## config.mk

```make
export PLATFORM = sky130hd
export DESIGN_NAME = cca_frame_align
export DESIGN_NICKNAME = d
export VERILOG_FILES = /design/src/hw/cca_pkg.sv /design/src/hw/cca_axil_slave.sv /design/src/hw/cca_frame_align.sv /design/src/hw/cca_sync2.sv
export SDC_FILE = /design/constraint.sdc
export NUM_CORES = 1
export LEC_CHECK = 0
export BUFFER_PORTS_ARGS = -buffer_cell sky130_fd_sc_hd__buf_2
export CORE_ASPECT_RATIO = 0.6
export CORE_MARGIN = 1
export CORE_UTILIZATION = 23
export DETAILED_ROUTE_END_ITERATION = 16
export GPL_TIMING_DRIVEN = 0
export SYNTH_ARGS = -nofsm -noshare
export SYNTH_HDL_FRONTEND = slang
export SYNTH_SLANG_ARGS = --single-unit
export TNS_END_PERCENT = 5
```

## constraint.sdc

```tcl
create_clock -name mclk -period 2.3 [get_ports mclk]
set_input_delay 0.46 -clock mclk [delete_from_list [all_inputs] [get_ports mclk]]
set_output_delay 0.46 -clock mclk [all_outputs]
set_load 0.01 [all_outputs]
```

## src/hw/cca_pkg.sv

```systemverilog
// Constants, register map and carrier types for the control-channel alignment block.
// Assumes a single 100 MHz clock that stands in for the master clock.
`default_nettype none
package cca_pkg;
	// ---------------------------------------------
	// Register map (byte addresses, one word each)
	// ---------------------------------------------
	localparam logic [7:0] REG_CONFIG = 8'h00;
	localparam logic [7:0] REG_FRAME_OFS = 8'h04;
	localparam logic [7:0] REG_MF_START = 8'h08;
	localparam logic [7:0] REG_PHASE_OFS = 8'h0C;
	localparam logic [7:0] REG_STATUS = 8'h10;
	localparam int CFG_INVERT_BIT = 0;
	localparam int CFG_EDGE_BIT = 1;
	localparam int CFG_REARM_BIT = 2;
	localparam logic [7:0] RST_FRAME_OFS = 8'h00;
	localparam logic [4:0] RST_MF_START = 5'h00;
	localparam logic [7:0] RST_PHASE_OFS = 8'h00;
	localparam logic [1:0] RESP_OKAY = 2'h0;
	localparam logic [1:0] RESP_SLVERR = 2'h2;
	// ---------------------------------------------
	// Timing and framing
	// ---------------------------------------------
	localparam int MCLK_DIV = 4;
	localparam int MON_DELAY = 3;
	localparam logic [1:0] SAMPLE_PHASE = 2'h2;
	localparam logic [1:0] LAUNCH_PHASE = 2'h0;
	localparam logic [1:0] PHASE_LAST = 2'h3;
	localparam logic [2:0] BIT_FIRST = 3'h7;
	localparam logic [2:0] BIT_LAST = 3'h0;
	localparam logic [4:0] CHAN_FIRST = 5'h00;
	localparam logic [4:0] CHAN_LAST = 5'h1F;
	// ---------------------------------------------
	// Types
	// ---------------------------------------------
	typedef struct packed {
		logic [4:0] frame;
		logic [4:0] chan;
		logic [2:0] bitNo;
		logic [1:0] phase;
	} cca_pos_t;
	typedef struct packed {
		logic en;
		logic [7:0] addr;
		logic [31:0] data;
		logic [3:0] strb;
	} cca_wreq_t;
	function automatic logic cca_reg_hit(input logic [7:0] addr);
		return addr == REG_CONFIG || addr == REG_FRAME_OFS || addr == REG_MF_START ||
			addr == REG_PHASE_OFS || addr == REG_STATUS;
	endfunction
endpackage
`default_nettype wire

```

## src/hw/cca_axil_slave.sv

```systemverilog
// AXI4-Lite slave front end: one write and one read at a time.
// Assumes the parent answers rdData combinationally from s_axi_araddr.
`timescale 1ns/1ns
`default_nettype none
module cca_axil_slave (
	input wire logic mclk,
	input wire logic rst,
	input wire logic [7:0] s_axi_awaddr,
	input wire logic s_axi_awvalid,
	output logic s_axi_awready,
	input wire logic [31:0] s_axi_wdata,
	input wire logic [3:0] s_axi_wstrb,
	input wire logic s_axi_wvalid,
	output logic s_axi_wready,
	output logic [1:0] s_axi_bresp,
	output logic s_axi_bvalid,
	input wire logic s_axi_bready,
	input wire logic [7:0] s_axi_araddr,
	input wire logic s_axi_arvalid,
	output logic s_axi_arready,
	output logic [31:0] s_axi_rdata,
	output logic [1:0] s_axi_rresp,
	output logic s_axi_rvalid,
	input wire logic s_axi_rready,
	input wire logic [31:0] rdData,
	output cca_pkg::cca_wreq_t wreq
);
	logic awHeld, wHeld;
	logic [7:0] addr;
	logic [31:0] data;
	logic [3:0] strb;
	logic next_awHeld, next_wHeld, next_bvalid, next_awready, next_wready;
	logic next_arready, next_rvalid;
	logic [7:0] next_addr;
	logic [31:0] next_data, next_rdata;
	logic [3:0] next_strb;
	logic [1:0] next_bresp, next_rresp;
	logic doWrite;

	// Address and data are taken in either order; the write fires once both are held
	assign doWrite = awHeld && wHeld && !s_axi_bvalid;
	assign wreq = '{en: doWrite, addr: addr, data: data, strb: strb};

	always_comb begin
		next_awHeld = awHeld;
		next_wHeld = wHeld;
		next_addr = addr;
		next_data = data;
		next_strb = strb;
		next_bvalid = s_axi_bvalid;
		next_bresp = s_axi_bresp;
		if (s_axi_awvalid && s_axi_awready) begin
			next_awHeld = 1'b1;
			next_addr = s_axi_awaddr;
		end
		if (s_axi_wvalid && s_axi_wready) begin
			next_wHeld = 1'b1;
			next_data = s_axi_wdata;
			next_strb = s_axi_wstrb;
		end
		if (doWrite) begin
			next_awHeld = 1'b0;
			next_wHeld = 1'b0;
			next_bvalid = 1'b1;
			next_bresp = cca_pkg::cca_reg_hit(addr) ? cca_pkg::RESP_OKAY : cca_pkg::RESP_SLVERR;
		end else if (s_axi_bvalid && s_axi_bready) begin
			next_bvalid = 1'b0;
		end
		next_awready = !next_awHeld && !next_bvalid;
		next_wready = !next_wHeld && !next_bvalid;
		next_arready = s_axi_arready;
		next_rvalid = s_axi_rvalid;
		next_rdata = s_axi_rdata;
		next_rresp = s_axi_rresp;
		if (s_axi_arvalid && s_axi_arready) begin
			next_arready = 1'b0;
			next_rvalid = 1'b1;
			next_rdata = rdData;
			next_rresp = cca_pkg::cca_reg_hit(s_axi_araddr) ? cca_pkg::RESP_OKAY : cca_pkg::RESP_SLVERR;
		end else if (s_axi_rvalid && s_axi_rready) begin
			next_rvalid = 1'b0;
			next_arready = 1'b1;
		end else if (!s_axi_rvalid) begin
			next_arready = 1'b1;
		end
	end

	always_ff @(posedge mclk) begin
		if (rst) begin
			awHeld <= 1'b0;
			wHeld <= 1'b0;
			addr <= 8'h00;
			data <= 32'h0000_0000;
			strb <= 4'h0;
			s_axi_awready <= 1'b0;
			s_axi_wready <= 1'b0;
			s_axi_bvalid <= 1'b0;
			s_axi_bresp <= 2'h0;
			s_axi_arready <= 1'b0;
			s_axi_rvalid <= 1'b0;
			s_axi_rdata <= 32'h0000_0000;
			s_axi_rresp <= 2'h0;
		end else begin
			awHeld <= next_awHeld;
			wHeld <= next_wHeld;
			addr <= next_addr;
			data <= next_data;
			strb <= next_strb;
			s_axi_awready <= next_awready;
			s_axi_wready <= next_wready;
			s_axi_bvalid <= next_bvalid;
			s_axi_bresp <= next_bresp;
			s_axi_arready <= next_arready;
			s_axi_rvalid <= next_rvalid;
			s_axi_rdata <= next_rdata;
			s_axi_rresp <= next_rresp;
		end
	end
endmodule
`default_nettype wire

```

## src/hw/cca_frame_align.sv

```systemverilog
// Control-channel clock and frame alignment, with VCO phase-detector output.
// Assumes mclk acts as the master clock; bit clock, frame sync and data arrive as pins.
//
// Operation
// RL1: VCO control is bit clock XOR master/4
// RL2: Invert bit flips the VCO control output
// RL3: External loop keeps phase within 0..180 degrees
// RL4: Monitor pin shows master/4 delayed three cycles
// RL5: Far side supplies 4 ms multiframe sync
// RL6: Frame position loaded from offset registers at sync
// RL7: Bit phase from two top offset bits
// RL8: Alignment refers to falling bit clock edge
// RL9: Edge select clear: sample and sync falling
// RL10: Edge select set: sample rising, sync next falling
// RL11: Inputs sampled at start of phase two
// RL12: Output and drive launched at phase zero
// RL13: Start register numbers first complete frame
// RL14: Own sync output never replaces sync input
// RL15: Frame counter wraps after thirty-two frames
`timescale 1ns/1ns
`default_nettype none
module cca_frame_align (
	input wire logic mclk,
	input wire logic rst,
	input wire logic [7:0] s_axi_awaddr,
	input wire logic s_axi_awvalid,
	output logic s_axi_awready,
	input wire logic [31:0] s_axi_wdata,
	input wire logic [3:0] s_axi_wstrb,
	input wire logic s_axi_wvalid,
	output logic s_axi_wready,
	output logic [1:0] s_axi_bresp,
	output logic s_axi_bvalid,
	input wire logic s_axi_bready,
	input wire logic [7:0] s_axi_araddr,
	input wire logic s_axi_arvalid,
	output logic s_axi_arready,
	output logic [31:0] s_axi_rdata,
	output logic [1:0] s_axi_rresp,
	output logic s_axi_rvalid,
	input wire logic s_axi_rready,
	input wire logic systemBitClockIn,
	input wire logic frameSyncInN,
	input wire logic monitorSelectPin,
	input wire logic channelDataIn,
	input wire logic txBit,
	input wire logic txDrive,
	output logic vcoControlOut,
	output logic monitorClockOut,
	output logic channelDataOut,
	output logic channelDriveN,
	output logic rxBit,
	output logic rxStrobe,
	output logic aligned,
	output cca_pkg::cca_pos_t pos
);
	// -------------------------------
	// Pin synchronisers
	// -------------------------------
	logic bclkS, fsNS, monSelS, dataInS;

	cca_sync2 #(.WIDTH(4)) u_sync (
		.mclk(mclk),
		.rst(rst),
		.asyncIn({systemBitClockIn, frameSyncInN, monitorSelectPin, channelDataIn}),
		.syncOut({bclkS, fsNS, monSelS, dataInS})
	);

	// -------------------------------
	// Register bus
	// -------------------------------
	cca_pkg::cca_wreq_t wreq;
	logic [31:0] rdData;
	logic cfgInvert, cfgEdge;
	logic [7:0] frameOfs, phaseOfs;
	logic [4:0] mfStart;
	logic next_cfgInvert, next_cfgEdge, rearm;
	logic [7:0] next_frameOfs, next_phaseOfs;
	logic [4:0] next_mfStart;

	cca_axil_slave u_bus (
		.mclk(mclk),
		.rst(rst),
		.s_axi_awaddr(s_axi_awaddr),
		.s_axi_awvalid(s_axi_awvalid),
		.s_axi_awready(s_axi_awready),
		.s_axi_wdata(s_axi_wdata),
		.s_axi_wstrb(s_axi_wstrb),
		.s_axi_wvalid(s_axi_wvalid),
		.s_axi_wready(s_axi_wready),
		.s_axi_bresp(s_axi_bresp),
		.s_axi_bvalid(s_axi_bvalid),
		.s_axi_bready(s_axi_bready),
		.s_axi_araddr(s_axi_araddr),
		.s_axi_arvalid(s_axi_arvalid),
		.s_axi_arready(s_axi_arready),
		.s_axi_rdata(s_axi_rdata),
		.s_axi_rresp(s_axi_rresp),
		.s_axi_rvalid(s_axi_rvalid),
		.s_axi_rready(s_axi_rready),
		.rdData(rdData),
		.wreq(wreq)
	);

	always_comb begin
		next_cfgInvert = cfgInvert;
		next_cfgEdge = cfgEdge;
		next_frameOfs = frameOfs;
		next_mfStart = mfStart;
		next_phaseOfs = phaseOfs;
		rearm = 1'b0;
		// Every field sits in byte lane 0
		if (wreq.en && wreq.strb[0]) begin
			case (wreq.addr)
				cca_pkg::REG_CONFIG: begin
					next_cfgInvert = wreq.data[cca_pkg::CFG_INVERT_BIT];
					next_cfgEdge = wreq.data[cca_pkg::CFG_EDGE_BIT];
					rearm = wreq.data[cca_pkg::CFG_REARM_BIT];
				end
				cca_pkg::REG_FRAME_OFS: next_frameOfs = wreq.data[7:0];
				cca_pkg::REG_MF_START: next_mfStart = wreq.data[4:0];
				cca_pkg::REG_PHASE_OFS: next_phaseOfs = wreq.data[7:0];
				default: rearm = 1'b0;
			endcase
		end
		case (s_axi_araddr)
			cca_pkg::REG_CONFIG: rdData = {30'h0000_0000, cfgEdge, cfgInvert};
			cca_pkg::REG_FRAME_OFS: rdData = {24'h00_0000, frameOfs};
			cca_pkg::REG_MF_START: rdData = {27'h000_0000, mfStart};
			cca_pkg::REG_PHASE_OFS: rdData = {24'h00_0000, phaseOfs};
			cca_pkg::REG_STATUS: rdData = {16'h0000, aligned, pos};
			default: rdData = 32'h0000_0000;
		endcase
	end

	always_ff @(posedge mclk) begin
		if (rst) begin
			cfgInvert <= 1'b0;
			cfgEdge <= 1'b0;
			frameOfs <= cca_pkg::RST_FRAME_OFS;
			mfStart <= cca_pkg::RST_MF_START;
			phaseOfs <= cca_pkg::RST_PHASE_OFS;
		end else begin
			cfgInvert <= next_cfgInvert;
			cfgEdge <= next_cfgEdge;
			frameOfs <= next_frameOfs;
			mfStart <= next_mfStart;
			phaseOfs <= next_phaseOfs;
		end
	end

	// -------------------------------
	// Divider, phase detector, monitor
	// -------------------------------
	localparam int MON_DLY_W = cca_pkg::MON_DELAY - 1;
	logic [1:0] divCnt;
	logic [MON_DLY_W-1:0] dlyLine;
	logic [1:0] next_divCnt;
	logic [MON_DLY_W-1:0] next_dlyLine;
	logic next_vco, next_mon, intClk;

	assign intClk = divCnt[1];

	always_comb begin
		next_divCnt = 2'(divCnt + 2'h1); // [RL1]
		next_dlyLine = {dlyLine[MON_DLY_W-2:0], intClk};
		// Only the bit clock carries the two-flop synchroniser lag; the divided clock enters the XOR directly
		next_vco = bclkS ^ intClk ^ cfgInvert; // [RL1] [RL2]
		// Output flop supplies the last of the three cycles
		next_mon = monSelS ? dlyLine[MON_DLY_W-1] : 1'b0; // [RL4]
	end

	always_ff @(posedge mclk) begin
		if (rst) begin
			divCnt <= 2'h0;
			dlyLine <= '0;
			vcoControlOut <= 1'b0;
			monitorClockOut <= 1'b0;
		end else begin
			divCnt <= next_divCnt;
			dlyLine <= next_dlyLine;
			vcoControlOut <= next_vco;
			monitorClockOut <= next_mon;
		end
	end

	// -------------------------------
	// Frame sync and position counters
	// -------------------------------
	logic bclkPrev, syncPending, fallEdge, riseEdge, syncPoint, startsFrame;
	logic next_syncPending, next_aligned, next_rxStrobe, next_rxBit, next_dataOut, next_driveN;
	cca_pkg::cca_pos_t loadPos, stepPos, next_pos;

	assign fallEdge = bclkPrev && !bclkS;
	assign riseEdge = !bclkPrev && bclkS;
	// Falling edge is always the reference point for alignment
	assign syncPoint = fallEdge && ((!cfgEdge && !fsNS) || (cfgEdge && syncPending)); // [RL8] [RL9] [RL10]

	always_comb begin
		loadPos.phase = phaseOfs[7:6]; // [RL7]
		loadPos.chan = frameOfs[7:3]; // [RL6]
		loadPos.bitNo = frameOfs[2:0];
		startsFrame = loadPos.phase == cca_pkg::LAUNCH_PHASE && loadPos.bitNo == cca_pkg::BIT_FIRST &&
			loadPos.chan == cca_pkg::CHAN_FIRST;
		// A partial frame at sync is not counted; the next full one gets the start number
		loadPos.frame = startsFrame ? mfStart : 5'(mfStart - 5'h01); // [RL13]
		stepPos = pos;
		stepPos.phase = 2'(pos.phase + 2'h1);
		if (pos.phase == cca_pkg::PHASE_LAST) begin
			stepPos.bitNo = 3'(pos.bitNo - 3'h1);
			if (pos.bitNo == cca_pkg::BIT_LAST) begin
				stepPos.chan = 5'(pos.chan + 5'h01);
				if (pos.chan == cca_pkg::CHAN_LAST) begin
					stepPos.frame = 5'(pos.frame + 5'h01); // [RL15]
				end
			end
		end
		next_pos = pos;
		next_aligned = aligned;
		next_syncPending = syncPending;
		next_rxStrobe = 1'b0;
		next_rxBit = rxBit;
		next_dataOut = channelDataOut;
		next_driveN = channelDriveN;
		// Re-arm first, so a sync landing in the same cycle still counts as the first when the block was not yet aligned
		if (rearm) begin
			next_aligned = 1'b0;
			next_syncPending = 1'b0;
			next_driveN = 1'b1;
		end
		if (riseEdge && cfgEdge && !fsNS && !aligned) begin
			next_syncPending = 1'b1; // [RL10]
		end
		if (fallEdge) begin
			if (!aligned && syncPoint) begin
				next_pos = loadPos; // [RL6]
				next_aligned = 1'b1;
				next_syncPending = 1'b0;
			end else if (aligned) begin
				next_pos = stepPos;
			end
			if (next_aligned && next_pos.phase == cca_pkg::SAMPLE_PHASE) begin
				next_rxBit = dataInS; // [RL11]
				next_rxStrobe = 1'b1;
			end
			if (next_aligned && next_pos.phase == cca_pkg::LAUNCH_PHASE) begin
				next_dataOut = txBit; // [RL12]
				next_driveN = !txDrive;
			end
		end
	end

	always_ff @(posedge mclk) begin
		if (rst) begin
			bclkPrev <= 1'b0;
			syncPending <= 1'b0;
			aligned <= 1'b0;
			pos <= '0;
			rxStrobe <= 1'b0;
			rxBit <= 1'b0;
			channelDataOut <= 1'b0;
			channelDriveN <= 1'b1;
		end else begin
			bclkPrev <= bclkS;
			syncPending <= next_syncPending;
			aligned <= next_aligned;
			pos <= next_pos;
			rxStrobe <= next_rxStrobe;
			rxBit <= next_rxBit;
			channelDataOut <= next_dataOut;
			channelDriveN <= next_driveN;
		end
	end
endmodule
`default_nettype wire

```

## src/hw/cca_sync2.sv

```systemverilog
// Two-flop synchroniser for a group of pin levels.
// Assumes inputs are asynchronous to mclk; no logic reads the first stage.
`timescale 1ns/1ns
`default_nettype none
module cca_sync2 #(
	parameter int WIDTH = 1
) (
	input wire logic mclk,
	input wire logic rst,
	input wire logic [WIDTH-1:0] asyncIn,
	output logic [WIDTH-1:0] syncOut
);
	logic [WIDTH-1:0] stage1;
	logic [WIDTH-1:0] next_stage1;
	logic [WIDTH-1:0] next_syncOut;

	always_comb begin
		next_stage1 = asyncIn;
		next_syncOut = stage1;
	end

	always_ff @(posedge mclk) begin
		if (rst) begin
			stage1 <= '0;
			syncOut <= '0;
		end else begin
			stage1 <= next_stage1;
			syncOut <= next_syncOut;
		end
	end
endmodule
`default_nettype wire

```

# After elaboration in Yosys (flattened, before gate mapping)

Index checks and enable logic that the tools add are counted.

Flip-flop bits (word level): 119
Bits in latches: 0
Bits in writable memories: 0
Memory bits (read-only): 0
Input bits: 65
Logic and storage cells: 157
Memories: 0

Add/subtract/negate cells: 6
$mul: 0
Divide/modulo/power cells: 0
$lt $le $gt $ge: 0
Eq/ne operators: 17
Shift-type cells: 0
Muxes and demuxes: 34
Bitwise operators: 4
Reduce and logical (&&, ||, !) cells: 61

Operators by type and width:

| operator                                              | count |
|---|---|
| case mux 16 bit (5 select lines)                      | 1 |
| two-way mux 15 bit                                    | 3 |
| == test 8 x 4 -> 1 bit, second input constant         | 4 |
| two-way mux 1 bit                                     | 24 |
| logical AND 1 bit                                     | 23 |
| == test 8 x 3 -> 1 bit, second input constant         | 2 |
| == test 8 x 5 -> 1 bit, second input constant         | 2 |
| logical NOT 8 bit                                     | 2 |
| two-way mux 13 bit                                    | 1 |
| AND reduction 2 bit                                   | 6 |
| adder 5 x 1 -> 5 bit, second input constant           | 2 |
| logical NOT 1 bit                                     | 10 |
| two-way mux 10 bit                                    | 1 |
| two-way mux 5 bit                                     | 2 |
| logical OR 1 bit                                      | 9 |
| inequality test 3 x 1 -> 1 bit, second input constant | 3 |
| OR reduction 2 bit                                    | 3 |
| == test 5 bit, second input constant                  | 1 |
| logical NOT 5 bit                                     | 1 |
| AND reduction 5 bit                                   | 1 |
| subtractor 5 x 1 -> 5 bit, second input constant      | 1 |
| adder 2 x 1 -> 2 bit, second input constant           | 2 |
| == test 2 bit, second input constant                  | 2 |
| logical NOT 2 bit                                     | 2 |
| other kinds (11)                                      | 14 |

# Depth between registers and ports, before layout

Gate-level depths: netlist (run 1).

Depth in word-level cells: 11
Depth in mapped cells: 8
Depth with buffers taken out: 7

# Modules after synthesis

From an unflattened synthesis (run 1), not the netlist that was laid out.

Cell total of the unflattened synthesis: 714
Area, all modules: 5,885.6 um^2

Modules (own cells, without submodules):

| module          | times used | cells each | area each (um^2) | seq. area each (um^2) |
|---|---|---|---|---|
| cca_axil_slave  | 1          | 372        | 2,974.1          | 1,701.6 |
| cca_frame_align | 1          | 326        | 2,701.3          | 1,021.0 |
| cca_sync2       | 1          | 16         | 210.2            | 160.2 |

# Worst setup path after synthesis (run 1)

No wires, ideal clock.

Kind: register to register
From: register cfgEdge
To: register channelDataOut
Setup time: 0.070 ns
Data arrival time: 1.721 ns
Data required time: 2.230 ns
Path slack: 0.509 ns
Stages on the path, launching flop included: 6
Period minus slack after synthesis: 1.791 ns
Cell sequence: dfxtp_1 or2_4 a211o_4 mux2_4 or3b_1 a21oi_1

Longest elaborated chain between the ends: 10
Elaborated cells between the ends (all ways): 13
Classes of those cells: mux (4); reduce/logical (9)

Ends and longest elaborated chain:

| element                         | RTL line               | text |
|---|---|---|
| start, declared                 | cca_frame_align.sv:74  | `logic cfgInvert, cfgEdge;` |
| start signal, assigned          | cca_frame_align.sv:145 | `cfgEdge <= next_cfgEdge;` |
| logical NOT 1 bit               | cca_frame_align.sv:197 | `assign syncPoint = fallEdge && ((!cfgEdge && !fsNS) \|\| (cfgEdge && syncPending));` |
| logical AND 1 bit               | cca_frame_align.sv:197 |  |
| logical OR 1 bit *              | cca_frame_align.sv:197 |  |
| logical AND 1 bit *             | cca_frame_align.sv:197 |  |
| logical AND 1 bit *             | cca_frame_align.sv:235 | `if (!aligned && syncPoint) begin` |
| two-way mux 15 bit              | cca_frame_align.sv:235 |  |
| two-way mux 15 bit              | cca_frame_align.sv:234 | `if (fallEdge) begin` |
| logical NOT 2 bit               | cca_frame_align.sv:246 | `if (next_aligned && next_pos.phase == cca_pkg::LAUNCH_PHASE) begin` |
| logical AND 1 bit *             | cca_frame_align.sv:246 |  |
| AND reduction 2 bit (no line) * | n/a                    |  |
| end signal, assigned            | cca_frame_align.sv:270 | `channelDataOut <= next_dataOut;` |
| end, declared                   | cca_frame_align.sv:50  | `output logic channelDataOut,` |

Mark *: on every way between the ends. The rest lies on a longest branch, timed or not. The select of a mux whose other input is x is not followed.
A chain may end at the register's enable or synchronous reset.

# Worst setup path in the final report (run 1)

From: register u_bus.s_axi_bvalid
To: register mfStart[1]

Longest elaborated chain between the ends: 4

Ends and longest elaborated chain:

| element                       | RTL line               | text |
|---|---|---|
| start, declared               | cca_axil_slave.sv:16   | `output logic s_axi_bvalid,` |
| start signal, assigned        | cca_axil_slave.sv:111  | `s_axi_bvalid <= next_bvalid;` |
| logical NOT 1 bit             | cca_axil_slave.sv:41   | `assign doWrite = awHeld && wHeld && !s_axi_bvalid;` |
| logical AND 1 bit             | cca_axil_slave.sv:41   |  |
| logical AND 1 bit             | cca_frame_align.sv:113 | `if (wreq.en && wreq.strb[0]) begin` |
| AND reduction 2 bit (no line) | n/a                    |  |
| end signal, assigned          | cca_frame_align.sv:141 | `mfStart <= cca_pkg::RST_MF_START;` |
| end signal, assigned          | cca_frame_align.sv:147 | `mfStart <= next_mfStart;` |
| end, declared                 | cca_frame_align.sv:76  | `logic [4:0] mfStart;` |

No other way between the ends.

==> metrics.txt, run 1 <==
die outline height=109 um; Max FO, Critical Path=8; Core Region=18400 sq um; Final Max Tran Viols=0; final core occ=29.9%; sort of element at the end of the critical path=register; most congested layer reported by global routing=met1; XOR/XNOR Fraction of Synth Area=1.80%; run status=complete, no violations; share of the yosys chip area belonging to registers=46.1%; total design power=3.79 mW; pre-CTS setup slack=0.151 ns; buffers and inverters on the worst path=2; Top FF cell, synth=dfxtp_1; number of global-route vias before repair=3373; CTS sink count=101; largest family of logic cells by synthesized area=simple AND/OR/NAND/NOR gates; count of flip-flops with a built-in enable after synthesis=0; estimated wirelength of the detail-placed design=9.61 mm; filler cell count in the final layout=1986; path class of the lowest-slack min-delay path=primary input to register; buffer levels on the longest clock path=2; first-pass GRT wire length=19.4 mm; crit path max-delay cell type=nand3b_1; origin of the worst setup path=u_bus.s_axi_bvalid; average via count per standard cell=4.51; GRT Overall Usage=13.0%; Max Cap Violations=0; simple-gate share of the synthesized area=21.3%; die boundary width=180 um; CTS Root Cell=clkbuf_16; achievable clock frequency=490 MHz; post-synthesis mux area share=4.48%; Detailed Routing Iterations Pass 1=4; commonest cells after routing, fill and taps aside=dfxtp_1 (101), buf_2 (84), nand2_1 (77); Final min period=2.04 ns; CP most frequent cell=clkbuf_1; met3 track demand over resource in global routing=3.34%; final hold violation count=0; slew at the pin closest to its max-slew limit=0.921 ns; Cell Area, Synth=4390 sq um; met2 Track Usage GR=16.6%; die area=19600 sq um; area share of fa/ha/maj cells after synthesis=2.00%; Final Cycle Share=88.8%; async set or reset register ratio after synthesis=0%; post-route setup TNS=0 ns; Fin Hold WS=0.310 ns; number of cell rows=38; clk slew on worst S/H paths=0.08 ns; cell total after placement=827; area added between synthesis and finish=25.1%; Crit path max-delay family=simple AND/OR/NAND/NOR gates; vias=3803; power density relative to cell area=690 nW/um^2; Cell Area, Placed=5150 sq um; final routed wire length divided by cell count=14.7 um; number of setup violations in the final report=0; data required time at the worst endpoint=2.52 ns; Relative slew margins=37.7%; Post-layout nets=670; count of buffers from port buffering=80; critical path launch point type=register; Arr. time, crit path=2.26 ns; Num CTS Buffers=9; maximum clock skew at final layout=0.0103 ns; antenna violations before repair=0; biggest cell delay along the critical path=0.35 ns; count of nets left with antenna violations after detail routing=0; worst path cell trace=and3b_1 > clkbuf_1 > and3_1 > clkbuf_1 > nand3b_1 > mux2i_1 > nor2_1; number of warnings issued by yosys=0; clock tree from TritonCTS=built; commonest non-fill, non-tap cell in the layout=dfxtp_1; detailed-route wire length=12.4 mm; largest net degree at the start of global routing=19; number of non-filler instances in the completed layout=843; type of the worst setup path=register to register; htree depth=3; total DRC errors in the routed layout=0; detailed router's first-iteration violation count=234; share of final-layout standard cells stronger than drive strength 1=21.6%; synthesized flop and latch total=101; later-pin clock latency in the skew report=0.35 ns; maximum vdd drop=351 uV; residual overflow from global routing=0; syn_area_per_cell=8.95 sq um; post-layout instance area=5490 sq um; initial core utilization=23.9%; static power due to leakage=2.32 nW; count of different cell masters after synthesis=54; final worst setup slack=0.258 ns; worst hold start=systemBitClockIn; gate count of the mapped netlist=490; io pins=128; FF-to-FF Start=u_bus.s_axi_bvalid; unrepaired setup endpoints after global routing=no; area fraction in compound gates after synthesis=18.1%; count of inserted antenna diode cells=0; met1 Usage GRT=20.6%; final weighted congestion of routability-driven global placement=0.830
cell families after synthesis:
| family | count (synthesis) |
|---|---|
| fa+ha+maj | 7 |
| mux | 19 |
| other cells | 1 |
| flops | 101 |
| xor+xnor | 9 |
| compound gates | 114 |
| buf+inv | 52 |
| simple gates | 187 |
path summary, 6_finish.rpt:
check	end	depth (start not counted)	slack [ns]
setup / recovery	mfStart[1]	7	0.26
hold / removal	u_sync.next_syncOut[3]	2	0.31
setup reg to reg	mfStart[1]	7	0.26
hold reg to reg	divCnt[0]	1	0.43
synthesized netlist by cell type, types with 6 or more instances:
library cell	n	area, sq um
a22o_1	15	131
mux2i_1	17	170
o2bb2ai_1	6	52.6
nand3_1	8	40.0
nand2_1	77	289
o21ai_0	9	45.0
and3_1	6	37.5
clkbuf_1	19	71.3
a22oi_1	13	97.6
inv_1	10	37.5
dfxtp_1	101	2020
nor2_1	35	131
ha_1	7	87.6
buf_4	18	135
nor2b_1	21	131
a21oi_1	39	195
cell type report:
type	count	area [sq um]	share of cell area [%]
Multi-Input combinational cell	354	2170	39.5
Clock inverter	7	104	1.89
Inverter	10	37.5	0.684
Tap cell	240	300	5.47
Sequential cell	101	2020	36.8
Buffer	42	231	4.22
Clock buffer	9	225	4.10
Timing Repair Buffer	80	400	7.30
state kept, by name (all words and copies together) (netlist names), 4 cells and up:
signal	flops
frameOfs	8
mfStart	5
phaseOfs	8
pos	15
u_bus.addr	8
u_bus.data	8
u_bus.s_axi_rdata	16
u_sync.next_syncOut	4
u_sync.syncOut	4
repair_timing:
action                     4_1_cts  5_1_grt
gates resized for setup          0        1
hold buffers                     0        0
buffers inserted                 0        0
setup endpoints to repair        0        2
per-layer routing:
| metal | share of wire [%] | wire length, um |
|---|---|---|
| met3 | 6.7 | 831 |
| met2 | 35 | 4390 |
| met1 | 57 | 7090 |
| met5 | 0 | 0 |
| met4 | 0.84 | 104 |
power breakdown:
part / internal (mW) / switching (mW) / leakage [nW]
logic: 0.110 / 0.159 / 1.33
registers: 1.79 / 0.0370 / 0.820
clock network: 0.970 / 0.721 / 0.161
Power figures use the tool's default switching activity.
==> run 2: changes to the inputs <==
- CORE_ASPECT_RATIO: 0.6 -> default
- TNS_END_PERCENT: 5 -> 20
==> metrics.txt, run 2 (synthesis gave the netlist of run 1 again) <==
worst hold stages=2 (unchanged); residual overflow from global routing=0 (unchanged); total DRC errors in the routed layout=0 (unchanged); count of nets left with antenna violations after detail routing=0 (unchanged); CTS sink count=101 (unchanged); htree depth=3 (unchanged); total area of multi-input combinational cells=2170 sq um (unchanged); Final min period=2.04 ns (-0.000333 ns); estimated wirelength of the detail-placed design=8.98 mm (-6.6%); critical path launch point type=register; post-layout instance area=5410 sq um (-1.4%); largest registers=u_bus.s_axi_rdata x16, pos x15; Biggest register=u_bus.s_axi_rdata; data required time at the worst endpoint=2.58 ns (+0.06 ns); buffer levels on the longest clock path=2 (unchanged); final weighted congestion of routability-driven global placement=0.848 (+2.2%); GRT Overall Usage=12.4% (-0.63 points); Max Cap Violations=0 (unchanged); number of global-route vias before repair=3365 (-0.24%); commonest cells after routing, fill and taps aside=dfxtp_1 (101), buf_2 (84), nand2_1 (77); Max FO, Critical Path=10 (+2); Relative slew margins=32.5% (-5.2 points); average via count per standard cell=4.52 (+0.13%); met1 Usage GRT=17.0% (-3.6 points); run status=complete, no violations; io pins=128 (unchanged); most congested layer reported by global routing=met2; area added between synthesis and finish=23.4%; clk slew on worst S/H paths=0.07 ns (about the same); worst reg-to-reg path cell count=5 (-2); detailed router's first-iteration violation count=162 (-31%); Final Cycle Share=88.8% (about the same); maximum vdd drop=357 uV (+1.5%); initial core utilization=23.5% (-0.45 points); largest net degree at the start of global routing=16 (-3); final hold violation count=0 (unchanged); Core Region=18700 sq um (+1.9%); power density relative to cell area=644 nW/um^2 (-6.7%); maximum clock skew at final layout=0.0107 ns (+0.000481 ns); Largest register FFs=16 (unchanged); die area=19600 sq um (about the same); CTS Root Cell=clkbuf_16; FF/Latch Area=2020 sq um (unchanged); Post-layout nets=670 (unchanged); path class of the lowest-slack min-delay path=primary input to register; slew at the pin closest to its max-slew limit=0.998 ns (+0.0772 ns); Arr. time, crit path=2.32 ns (+0.06 ns); Cell Area, Placed=5140 sq um (-0.15%); met3 track demand over resource in global routing=3.69% (+0.35 points); Final Max Tran Viols=0 (unchanged); antenna violations before repair=0 (unchanged); filler cell count in the final layout=2014 (+1.4%); Hold Buf Count CTS=0 (unchanged); number of setup violations in the final report=0 (unchanged); die outline height=140 um (+29%); vias=3781 (-0.58%); final routed wire length divided by cell count=14.1 um (-4.5%); Detailed Routing Iterations Pass 1=4 (unchanged); type of the worst setup path=register to register; clock tree from TritonCTS=built; number of cell rows=50 (+32%); count of inserted antenna diode cells=0 (unchanged); achievable clock frequency=490 MHz (about the same); detailed-route wire length=11.8 mm (-5.2%); unrepaired setup endpoints after global routing=no; met2 Track Usage GR=18.9% (+2.3 points); first-pass GRT wire length=18.6 mm (-4.1%); later-pin clock latency in the skew report=0.35 ns (about the same); reg-to-reg setup timing slack=0.26 ns (about the same); count of buffers from port buffering=80 (unchanged); Num CTS Buffers=9 (unchanged); commonest non-fill, non-tap cell in the layout=dfxtp_1; final core occ=28.9% (-0.97 points); static power due to leakage=2.28 nW (-1.6%); die boundary width=140 um (-22%); post-route setup TNS=0 ns (unchanged); share of final-layout standard cells stronger than drive strength 1=20.9% (-0.66 points); sort of element at the end of the critical path=register
run 2: cell count changes in the layout (fill, tap and decap cells not counted):
cell,previous run,this run
clkbuf_1,19,23
bufinv_16,2,0
clkinv_2,0,1
inv_6,3,1
clkinv_4,2,0
clkinvlp_4,0,1
run 2: worst max-delay path, stage by stage (launching register included):
cell,delay (ns)
dfxtp_1,0.36
or2_4,0.29
a211oi_4,0.51
clkbuf_1,0.49
a22oi_1,0.17
a21oi_1,0.16
run 2: final cells by class:
class / instances / share of cell area (%)
multi-input combinational: 354 / 40.0
sequential: 101 / 37.4
timing repair buffer: 80 / 7.40
tap: 234 / 5.41
clock buffer: 13 / 4.44
buffer: 42 / 4.28
inverter: 10 / 0.693
clock inverter: 3 / 0.393
run 2: per-stage QoR:
step                      cells  hold slack [ns]  total power [mW]  setup WS, ns
after floorplan             507            0.413              2.03         0.509
after global placement      821            0.422              2.13         0.131
after detailed placement    821            0.423              2.13         0.109
after CTS                   837            0.309              3.52        0.0976
after global routing        837            0.327              3.64        0.0722
final                       837            0.320              3.49         0.258
run 2: final timing paths:
check	start	to
setup / recovery	cfgEdge	pos[6]
hold / removal	systemBitClockIn	u_sync.next_syncOut[3]
setup reg to reg	cfgEdge	pos[6]
hold reg to reg	u_sync.next_syncOut[0]	u_sync.syncOut[0]
run 2: where the power goes:
group	total [mW]	internal [mW]	switching, mW	leakage [nW]
Sequential	1.83	1.79	0.0342	0.820
Combinational	0.263	0.110	0.153	1.33
Clock	1.40	0.738	0.658	0.124
Total	3.49	2.64	0.846	2.28
run 2: layer usage:
| metal | wire (um) | up-vias |
|---|---|---|
| li1 | - | 1912 |
| met1 | 5950 | 1761 |
| met2 | 5150 | 101 |
| met3 | 576 | 7 |
| met4 | 105 | 0 |
| met5 | 0 | - |
run 2: what timing repair did:
| item | CTS | global route |
|---|---|---|
| resized for setup | 0 | 1 |
| buffers inserted | 0 | 0 |
| endpoints found under the setup margin | 0 | 8 |
